`src/rtl/brownout_reset_control_consts.svh`:
```
// Register map, field positions, reset values and timing counts of the reset controller.
// Assumes inclusion by bare name from the package, the checker and the bench.
`ifndef BROWNOUT_RESET_CONTROL_CONSTS_SVH
`define BROWNOUT_RESET_CONTROL_CONSTS_SVH

`define ADDR_PROGRAM_FLAG 8'h86
`define ADDR_IRQ_STATUS 8'h88
`define ADDR_IRQ_MASK 8'h89
`define ADDR_SOURCE_STATUS 8'h8A

`define BIT_CAUSE_HI 7
`define BIT_CAUSE_LO 6
`define BIT_HIGH_FLAG 5
`define BIT_MID_FLAG 4
`define BIT_CARRY 2
`define BIT_HALF_CARRY 1
`define BIT_ZERO 0

`define CAUSE_WATCHDOG 2'h0
`define CAUSE_RESERVED 2'h1
`define CAUSE_SUPPLY 2'h2
`define CAUSE_EXTERNAL 2'h3

`define EV_MID_FLAG 0
`define EV_HIGH_FLAG 1
`define EV_RESET_DONE 2
`define EV_WIDTH 3
`define IRQ_MASK_RESET 3'h0

`define CLK_MHZ 50
`define WARMUP_US 64
`define WARMUP_CYCLES (`WARMUP_US * `CLK_MHZ)
`define WARMUP_CNT_W 12

`endif

```
`src/rtl/brownout_reset_control_pkg.sv`:
```
// Types shared by the reset controller and its bench.
// Assumes the constants header sits beside it on the include path.
`include "brownout_reset_control_consts.svh"

package brownout_reset_control_pkg;

	typedef enum logic [1:0] {
		supply_detect_option_low = 2'h0,
		supply_detect_option_mid = 2'h1,
		supply_detect_option_high = 2'h2
	} supply_detect_option_t;

	typedef struct packed {
		logic below_high;
		logic below_mid;
		logic below_low;
	} supply_compare_t;

	typedef enum logic [4:0] {
		ST_HOLD = 5'h01,
		ST_WAIT_PIN = 5'h02,
		ST_INIT = 5'h04,
		ST_WARMUP = 5'h08,
		ST_RUN = 5'h10
	} seq_state_t;

endpackage : brownout_reset_control_pkg

```
`src/rtl/brownout_reset_control.sv`:
```
// Reset controller: merges supply detector, watchdog and external pin resets into one system reset.
// Assumes comparator outputs and the pin are asynchronous; watchdog pulse and register port are on clk.
//
// Operation
// - Three supply thresholds, a build option picks which reset and which only flag.
// - The lowest supply detector always resets, whatever the option.
// - High flag, bit 5, reads 1 at or below high threshold, high option only.
// - Middle flag, bit 4, reads 1 at or below the middle threshold.
// - Low option resets below lowest threshold only and disables both flags.
// - Middle option resets below lowest threshold, drives middle flag, high flag disabled.
// - High option resets at or below middle threshold and drives the high flag.
// - Every supply detector reset clears both supply flags.
// - Watchdog overflow causes a full system reset, then normal running resumes.
// - Watchdog reset during low supply holds until supply returns to normal.
// - External pin resets only when the pin option selects the reset function.
// - External pin is active low; the outside party drives it high to run.
// - External pin acts during power-up and running; held low keeps reset.
// - Sequence: wait pin high, initialise registers, warm up oscillator, start at zero.
// - Cause bits: 00 watchdog, 01 reserved, 10 power or supply, 11 external pin.
// - Any reset zeroes arithmetic and supply flags, loads the cause bits, stops execution and clears the counter; interrupt mask and status are kept.
`timescale 1ns/1ps
`default_nettype none

module brownout_reset_control
	import brownout_reset_control_pkg::*;
(
	input wire logic clk,
	input wire logic rst,
	input wire supply_detect_option_t supply_option,
	input wire logic reset_pin_enable,
	input wire supply_compare_t supply_compare,
	input wire logic ext_reset_n,
	input wire logic watchdog_overflow,
	input wire logic [7:0] reg_addr,
	input wire logic [7:0] reg_wdata,
	input wire logic reg_wr,
	input wire logic reg_rd,
	output logic [7:0] reg_rdata,
	output logic sys_reset,
	output logic reg_init,
	output logic osc_warmup,
	output logic cpu_run,
	output logic irq
);

	// Two-flop synchronisers for the comparators and the pin.
	logic [3:0] sync_meta_r;
	logic [3:0] sync_r;
	supply_compare_t cmp_s;
	logic pin_n_s;

	// Sequencer state.
	seq_state_t state_r;
	seq_state_t state_nxt;
	logic [`WARMUP_CNT_W-1:0] warm_cnt_r;
	logic [`WARMUP_CNT_W-1:0] warm_cnt_nxt;
	logic wdt_hit_r;
	logic [1:0] cause_pend_r;
	logic [1:0] cause_pend_nxt;

	// Register file.
	logic [1:0] cause_r;
	logic [1:0] cause_nxt;
	logic [2:0] alu_flags_r;
	logic [2:0] alu_flags_nxt;
	logic mid_flag_r;
	logic high_flag_r;
	logic mid_flag_nxt;
	logic high_flag_nxt;
	logic [`EV_WIDTH-1:0] irq_status_r;
	logic [`EV_WIDTH-1:0] irq_status_nxt;
	logic [`EV_WIDTH-1:0] irq_mask_r;
	logic [`EV_WIDTH-1:0] events;

	// Output flops.
	logic sys_reset_r;
	logic reg_init_r;
	logic osc_warmup_r;
	logic cpu_run_r;
	logic irq_r;
	logic [7:0] rdata_r;
	logic [7:0] rdata_nxt;

	// Decode of the option and the reset sources.
	logic opt_mid_or_high;
	logic opt_high;
	logic supply_reset_src;
	logic pin_reset_src;
	logic any_src;
	logic warm_done;

	// Bus decode.
	logic sel_program_flag_register;
	logic sel_status;
	logic sel_mask;
	logic sel_source;
	logic wr_program_flag_register;
	logic wr_status;
	logic wr_mask;
	logic [7:0] program_flag_register_view;
	logic [7:0] source_view;

	function automatic logic addr_hit(input logic [7:0] a, input logic [7:0] offset);
		addr_hit = (a == offset);
	endfunction : addr_hit

	// Pin is held low and comparators report low supply until the chain has sampled them.
	always_ff @(posedge clk) begin
		if (rst) begin
			sync_meta_r <= 4'h7;
			sync_r <= 4'h7;
		end else begin
			sync_meta_r <= {ext_reset_n, supply_compare};
			sync_r <= sync_meta_r;
		end
	end

	assign cmp_s = supply_compare_t'(sync_r[2:0]);
	assign pin_n_s = sync_r[3];

	assign opt_mid_or_high = (supply_option == supply_detect_option_mid) ||
		(supply_option == supply_detect_option_high);
	assign opt_high = (supply_option == supply_detect_option_high);

	// The low detector needs no enable; the middle one adds a reset only under the high option.
	assign supply_reset_src = cmp_s.below_low || (opt_high && cmp_s.below_mid);
	assign pin_reset_src = reset_pin_enable && !pin_n_s;
	assign any_src = supply_reset_src || pin_reset_src || watchdog_overflow;
	assign warm_done = (warm_cnt_r == `WARMUP_CNT_W'(`WARMUP_CYCLES - 1));

	// Sequencer: a supply or watchdog source forces the hold state from anywhere; the pin forces the pin wait state.
	always_comb begin
		state_nxt = state_r;
		warm_cnt_nxt = warm_cnt_r;
		unique case (state_r)
			ST_HOLD: begin
				if (!supply_reset_src && !watchdog_overflow) begin
					state_nxt = ST_WAIT_PIN;
				end
			end
			ST_WAIT_PIN: begin
				if (!pin_reset_src) begin
					state_nxt = ST_INIT;
				end
			end
			ST_INIT: begin
				state_nxt = ST_WARMUP;
				warm_cnt_nxt = '0;
			end
			ST_WARMUP: begin
				warm_cnt_nxt = warm_cnt_r + `WARMUP_CNT_W'(1);
				if (warm_done) begin
					state_nxt = ST_RUN;
				end
			end
			ST_RUN: begin
				state_nxt = ST_RUN;
			end
			default: begin
				state_nxt = ST_HOLD;
			end
		endcase
		if (supply_reset_src || watchdog_overflow) begin
			state_nxt = ST_HOLD;
		end else if (pin_reset_src) begin
			state_nxt = ST_WAIT_PIN;
		end
	end

	// Cause of the pending reset: supply outranks the pin, and the pin (counted only in run) outranks the watchdog.
	always_comb begin
		cause_pend_nxt = cause_pend_r;
		if (supply_reset_src) begin
			cause_pend_nxt = `CAUSE_SUPPLY;
		end else if (pin_reset_src && state_r == ST_RUN) begin
			cause_pend_nxt = `CAUSE_EXTERNAL;
		end else if (watchdog_overflow || (wdt_hit_r && state_r == ST_HOLD &&
				cause_pend_r != `CAUSE_SUPPLY)) begin
			cause_pend_nxt = `CAUSE_WATCHDOG;
		end
	end

	always_ff @(posedge clk) begin
		if (rst) begin
			state_r <= ST_HOLD;
			warm_cnt_r <= '0;
			wdt_hit_r <= 1'b0;
			cause_pend_r <= `CAUSE_SUPPLY;
		end else begin
			state_r <= state_nxt;
			warm_cnt_r <= warm_cnt_nxt;
			wdt_hit_r <= watchdog_overflow;
			cause_pend_r <= cause_pend_nxt;
		end
	end

	// Supply flags follow the comparators when enabled and stay clear during reset.
	always_comb begin
		mid_flag_nxt = opt_mid_or_high && cmp_s.below_mid;
		high_flag_nxt = opt_high && cmp_s.below_high;
		if (state_nxt != ST_RUN) begin
			mid_flag_nxt = 1'b0;
			high_flag_nxt = 1'b0;
		end
	end

	assign sel_program_flag_register = addr_hit(reg_addr, `ADDR_PROGRAM_FLAG);
	assign sel_status = addr_hit(reg_addr, `ADDR_IRQ_STATUS);
	assign sel_mask = addr_hit(reg_addr, `ADDR_IRQ_MASK);
	assign sel_source = addr_hit(reg_addr, `ADDR_SOURCE_STATUS);
	assign wr_program_flag_register = reg_wr && sel_program_flag_register;
	assign wr_status = reg_wr && sel_status;
	assign wr_mask = reg_wr && sel_mask;

	// Cause bits load on release and otherwise keep what software last wrote.
	always_comb begin
		cause_nxt = cause_r;
		if (wr_program_flag_register) begin
			cause_nxt = reg_wdata[`BIT_CAUSE_HI:`BIT_CAUSE_LO];
		end
		if (state_r == ST_INIT) begin
			cause_nxt = cause_pend_r;
		end
	end

	// Arithmetic flags are ordinary storage restored to zero by any reset.
	always_comb begin
		alu_flags_nxt = alu_flags_r;
		if (wr_program_flag_register) begin
			alu_flags_nxt = reg_wdata[`BIT_CARRY:`BIT_ZERO];
		end
		if (state_r != ST_RUN) begin
			alu_flags_nxt = 3'h0;
		end
	end

	// Events: a supply flag rising and the end of a reset sequence.
	assign events = {
		(state_r == ST_WARMUP) && warm_done,
		high_flag_nxt && !high_flag_r,
		mid_flag_nxt && !mid_flag_r
	};

	// A new event wins over a write-one-to-clear in the same cycle.
	assign irq_status_nxt = (irq_status_r & ~(wr_status ? reg_wdata[`EV_WIDTH-1:0] : 3'h0)) | events;

	assign program_flag_register_view = {cause_r, high_flag_r, mid_flag_r, 1'b0, alu_flags_r};
	assign source_view = {3'h0, state_r == ST_RUN, watchdog_overflow, pin_reset_src,
		supply_reset_src, !pin_n_s};

	always_comb begin
		rdata_nxt = 8'h00;
		if (reg_rd) begin
			if (sel_program_flag_register) begin
				rdata_nxt = program_flag_register_view;
			end else if (sel_status) begin
				rdata_nxt = {5'h00, irq_status_r};
			end else if (sel_mask) begin
				rdata_nxt = {5'h00, irq_mask_r};
			end else if (sel_source) begin
				rdata_nxt = source_view;
			end
		end
	end

	always_ff @(posedge clk) begin
		if (rst) begin
			cause_r <= `CAUSE_SUPPLY;
			alu_flags_r <= 3'h0;
			mid_flag_r <= 1'b0;
			high_flag_r <= 1'b0;
			irq_status_r <= '0;
			irq_mask_r <= `IRQ_MASK_RESET;
			rdata_r <= 8'h00;
		end else begin
			cause_r <= cause_nxt;
			alu_flags_r <= alu_flags_nxt;
			mid_flag_r <= mid_flag_nxt;
			high_flag_r <= high_flag_nxt;
			irq_status_r <= irq_status_nxt;
			if (wr_mask) begin
				irq_mask_r <= reg_wdata[`EV_WIDTH-1:0];
			end
			rdata_r <= rdata_nxt;
		end
	end

	// Reset and sequence outputs, each from its own flop.
	always_ff @(posedge clk) begin
		if (rst) begin
			sys_reset_r <= 1'b1;
			reg_init_r <= 1'b0;
			osc_warmup_r <= 1'b0;
			cpu_run_r <= 1'b0;
			irq_r <= 1'b0;
		end else begin
			sys_reset_r <= (state_nxt != ST_RUN);
			reg_init_r <= (state_nxt == ST_INIT);
			osc_warmup_r <= (state_nxt == ST_WARMUP);
			cpu_run_r <= (state_nxt == ST_RUN);
			irq_r <= |(irq_status_nxt & irq_mask_r);
		end
	end

	assign reg_rdata = rdata_r;
	assign sys_reset = sys_reset_r;
	assign reg_init = reg_init_r;
	assign osc_warmup = osc_warmup_r;
	assign cpu_run = cpu_run_r;
	assign irq = irq_r;

endmodule : brownout_reset_control

`default_nettype wire

```
`config.mk`:
```
export PLATFORM = sky130hd
export DESIGN_NAME = brownout_reset_control
export DESIGN_NICKNAME = d
export VERILOG_FILES = /design/src/rtl/brownout_reset_control_pkg.sv /design/src/rtl/brownout_reset_control.sv
export VERILOG_INCLUDE_DIRS = /design/src /design/src/rtl
export SDC_FILE = /design/constraint.sdc
export NUM_CORES = 1
export LEC_CHECK = 0
export CORE_MARGIN = 5
export CORE_UTILIZATION = 50
export DETAILED_ROUTE_END_ITERATION = 10
export DONT_BUFFER_PORTS = 1
export PLACE_DENSITY = 0.71
export SETUP_SLACK_MARGIN = 0.4
export SLEW_MARGIN = 5
export SYNTH_ARGS = -nofsm -noshare
export SYNTH_HDL_FRONTEND = slang
export SYNTH_SLANG_ARGS = --single-unit
```
`constraint.sdc`:
```
create_clock -name clk -period 2.35 [get_ports clk]
set_input_delay 0.47 -clock clk [delete_from_list [all_inputs] [get_ports clk]]
set_output_delay 0.47 -clock clk [all_outputs]
set_load 0.03 [all_outputs]
```
Word level (Yosys, flattened, before mapping):

Cells that the tools add are included.

* multiplexer cells: 17
* equal/unequal tests: 18
* reductions and logical operators: 32
* bitwise operators: 6
* add/sub/neg operators: 1

Operators with widths (number)
* 5-bit two-way mux: 7
* 8-bit == test (second input constant): 4
* 5-bit case mux with 5 select lines: 1
* 12-bit case mux with 2 select lines: 1
* 1-bit logical AND: 14
* 12-bit by 1-bit adder with 12-bit output (second input constant): 1
* 12-bit == test (second input constant): 1
* 5-bit by 3-bit == test with 1-bit output (second input constant): 2
* 5-bit by 4-bit == test with 1-bit output (second input constant): 2
* 5-bit == test (second input constant): 2
* 5-bit != test (second input constant): 2
* 8-bit two-way mux: 1
* 3-bit bitwise AND: 2
* 2-bit nonzero test: 3
* 2-bit OR reduction: 3
* 3-bit OR reduction: 2
* 6-bit OR reduction: 1
* 5-bit by 1-bit == test with 1-bit output (second input constant): 1
* 5-bit by 2-bit == test with 1-bit output (second input constant): 1
* 1-bit logical NOT: 5
* 1-bit logical OR: 4
* 1-bit two-way mux: 4
* 2-bit two-way mux: 2
* 3-bit two-way mux: 1
* other kinds (6): 7

* logic and storage cells: 94
* bits in registers: 54
* input bits: 28

Logic depth before layout (Yosys ltp):

* word-level depth: 15
* gate-level depth with buffers: 7
* gate-level depth less buffers: 7

Worst setup path after synthesis:

OpenSTA, ideal clock, no wires.

* kind: input to register
* start point: input reg_addr[5]
* end point: register cause_r[0]
* buffers on the path: 0
* data arrival time: 1.799 ns
* cell stages on the path: 5
* library setup time: 0.086 ns
* slack: 0.466 ns
* path through: nor4b_2 nor2b_1 nand4_1 mux2i_1 a211oi_1

* longest elaborated chain between the ends: 3

RTL lines
* from (decl): RTL line brownout_reset_control.sv:34 `input wire logic [7:0] reg_addr,`
* 8-bit == test: RTL line brownout_reset_control.sv:104 `addr_hit = (a == offset);`
* 1-bit logical AND: RTL line brownout_reset_control.sv:211 `assign wr_program_flag_register = reg_wr && sel_program_flag_register;`
* 2-bit nonzero test (no line)
* to (signal assigned): RTL line brownout_reset_control.sv:268 `` cause_r <= `CAUSE_SUPPLY; ``
* to (signal assigned): RTL line brownout_reset_control.sv:276 `cause_r <= cause_nxt;`
* to (decl): RTL line brownout_reset_control.sv:62 `logic [1:0] cause_r;`

Every way passes these cells.
A chain may end at the register's enable or synchronous reset.

Final worst setup path:

* start point: register state_r[4]
* end point: register warm_cnt_r[9]

* longest elaborated chain between the ends: 2

RTL lines
* from (decl): RTL line brownout_reset_control.sv:53 `seq_state_t state_r;`
* from (signal assigned): RTL line brownout_reset_control.sv:190 `state_r <= state_nxt;`
* 5-bit by 4-bit == test with 1-bit output / 5-bit by 3-bit == test with 1-bit output (equally long branches): RTL line brownout_reset_control.sv:135 `unique case (state_r)`
* 12-bit case mux with 2 select lines / 2-bit nonzero test (equally long branches)
* to (signal assigned): RTL line brownout_reset_control.sv:191 `warm_cnt_r <= warm_cnt_nxt;`
* to (decl): RTL line brownout_reset_control.sv:55 `` logic [`WARMUP_CNT_W-1:0] warm_cnt_r; ``

Several ways; a longest one is shown, not always the timed one.

==> flow_summary.json <==
{
  "hold_path_end": "wdt_hit_r",
  "cp.arrival_ns": 2.08,
  "ir_drop_mv": 0.394,
  "path_cells": "or4_4 -> nor3_4 -> nand4_1 -> mux2_1 -> nor2_1",
  "yosys_warnings": 0,
  "min_period_ns": 1.83,
  "ys_types": 48,
  "rsz0062_at_grt": "true",
  "h-tree-depth": 2,
  "via_per_inst": 5.89,
  "critPathTopFamily": "simple AND/OR/NAND/NOR gates",
  "reg2regPathDepth": 5,
  "r2r_start": "state_r[4]",
  "dp_hpwl_um": 3350,
  "drv_slew": 0,
  "core_area_mm2": 0.00441,
  "ys_seq_elements": 54,
  "timing.fmax_mhz": 545,
  "synth_enable_flop_cells": 0,
  "drive_above_1_share_pct": 9.85,
  "worstPathRequired_ns": 2.59,
  "fp.dieH_um": 77.9,
  "critPathSlowestCell": "or4_4",
  "initial_core_util_pct": 52.2,
  "grt_pass1_vias": 1659,
  "ctsHoldBuffers": 0,
  "gp_congestion": 0.841,
  "tritoncts": "done",
  "min_from": "rst",
  "num_antenna_cells": 0,
  "critPathKind": "flop to flop",
  "ys_async_sr_fraction_pct": 0,
  "run_status": "complete, no violations",
  "antenna_found_initial": 0,
  "cts.reportedPaths.clkPinSlew_ns": 0.09,
  "syn2layout_area_growth_pct": 6.41,
  "setup_tns_ns": 0,
  "mostFrequentLayoutCells": "dfxtp_1 (53), nand2_1 (28), nor2_1 (21)",
  "numCtsBuffers": 5,
  "clockBufferDepth": 2,
  "rows": 24,
  "p_leak_nw": 0.885,
  "ys_seq_area_share_pct": 46.9,
  "clockRootBuffer": "clkbuf_8",
  "initialDrtViolationCount": 112,
  "num_vias": 1860,
  "drt_drc_violations_left": 0,
  "post-route-period-util_pct": 78.0,
  "syn-instance-count": 263,
  "final_common_cell": "dfxtp_1",
  "slew_headroom_pct": 68.9,
  "syn-cell-area_mm2": 0.00230,
  "grt_overflow_total": 0,
  "cp_max_fo": 9,
  "cts.sinks": 54,
  "dp_slack_ns": 0.330,
  "synthFlopType": "dfxtp_1",
  "syn_area_per_cell_um2": 8.76,
  "power.density_mw_per_mm2": 597,
  "port-buffer-count": 0,
  "cp-startpoint": "state_r[4]",
  "fp.dieW_um": 77.9,
  "grt_pass1_wl_um": 7730,
  "wl_per_cell_um": 14.6,
  "antenna_left": 0,
  "dr.pass1.iters": 5,
  "maxCapViolCount": 0,
  "timing.rr.end": "warm_cnt_r[9]",
  "boundaryPins": 41,
  "cp-end-kind": "flop",
  "dieArea_mm2": 0.00606,
  "setup_ws_ns": 0.516,
  "setup_viol": 0,
  "synth_fp_nets": 293,
  "hold_path.class": "input pin to flop",
  "grt_max_degree": 39,
  "reg2reg_setup_slack_ns": 0.52,
  "startpoint_type": "flop",
  "hold_viol": 0,
  "cp.buffers_inverters": 0,
  "fin_skew_ns": 0.00395,
  "worst_pin_slew_ns": 0.459,
  "fin_nets": 293,
  "clk_latency_ns": 0.30,
  "max_stage_delay_ns": 0.60,
  "postRouteWirelength_um": 4610,
  "grt.total_usage_pct": 15.4,
  "hold_path_depth": 1
}
## worst register-to-register path: stages, from the launching register on
cell     delay [ns]
dfxtp_1        0.42
or4_4          0.60
nor3_4         0.22
nand4_1        0.14
mux2_1         0.32
nor2_1         0.08
## worst max path at each step
stage	endpoint	cells after the start
2_1_floorplan	cause_r[0]	5
3_3_place_gp	irq_status_r[1]	7
3_5_place_dp	irq_status_r[1]	7
4_1_cts	irq_status_r[0]	5
5_1_grt	irq_status_r[1]	5
6_report	warm_cnt_r[9]	5
## per-layer routing
layer	wire (um)	global-route usage [%]	vias up
li1	-	-	943
met1	2100	19.3	866
met2	2140	25.1	44
met3	313	4.75	7
met4	51	4.64	0
met5	0	0	-
## metrics by stage
stage                     power, W  util [%]  hold slack (ns)  area [um^2]  cells
after global placement    0.000984      53.0            0.392         2340    307
after global routing       0.00152      55.5            0.202         2450    316
final                      0.00146      55.5            0.219         2450    316
after floorplan           0.000986         -            0.389         2300    263
after detailed placement  0.000984      53.0            0.394         2340    307
after CTS                  0.00148      55.0            0.212         2430    315
## Yosys cell counts, types with 7 or more instances
| master | instances | share of area, % |
|---|---|---|
| nor3_1 | 9 | 2.0 |
| nor2_1 | 22 | 3.6 |
| o21ai_0 | 15 | 3.3 |
| nor2b_1 | 8 | 2.2 |
| clkbuf_1 | 7 | 1.1 |
| dfxtp_1 | 54 | 47 |
| nand4_1 | 7 | 1.9 |
| inv_1 | 7 | 1.1 |
| nand3_1 | 8 | 1.7 |
| nand2_1 | 28 | 4.6 |
| a21oi_1 | 16 | 3.5 |
## where the power goes
group          internal (W)  switching (W)  leakage, nW
Clock              0.000211       0.000288       0.0452
Combinational     0.0000186      0.0000183        0.402
Sequential         0.000922     0.00000397        0.438
## what timing repair did
| action | CTS | global route |
|---|---|---|
| setup endpoints to repair | 2 | 8 |
| buffers inserted | 0 | 1 |
| gates resized for setup | 1 | 5 |
| pin swaps | 0 | 3 |
## cell families (layout without fill, tap and decap cells)
kind of cell             Yosys count  in the layout  synth area share (%)
flip-flops                        54             54                  46.9
multiplexers                       6              6                  2.72
AND/OR/NAND/NOR                  126            126                  30.6
AO/OA/AOI/OAI                     56             56                  14.8
adder cells (fa/ha/maj)            2              2                  1.09
buffers and inverters             18             19                  3.42
XOR/XNOR                           1              1                 0.380
## layout make-up
| class | count | area, um^2 |
|---|---|---|
| tap | 52 | 65.1 |
| inverter | 7 | 26.3 |
| multi-input combinational | 191 | 1160 |
| clock inverter | 2 | 13.8 |
| clock buffer | 6 | 72.6 |
| timing repair buffer | 4 | 30.0 |
| sequential | 54 | 1080 |
| fill | 440 | 1960 |
## sequential cells by signal, summed over array words and instances, names as in the netlist, 2 cells and up
signal / flops
alu_flags_r: 3
cause_pend_r: 2
cause_r: 2
irq_mask_r: 3
irq_status_r: 3
reg_rdata: 8
state_r: 5
sync_meta_r: 4
sync_r: 4
warm_cnt_r: 12
Note: power is estimated with default switching activity, not from simulation.
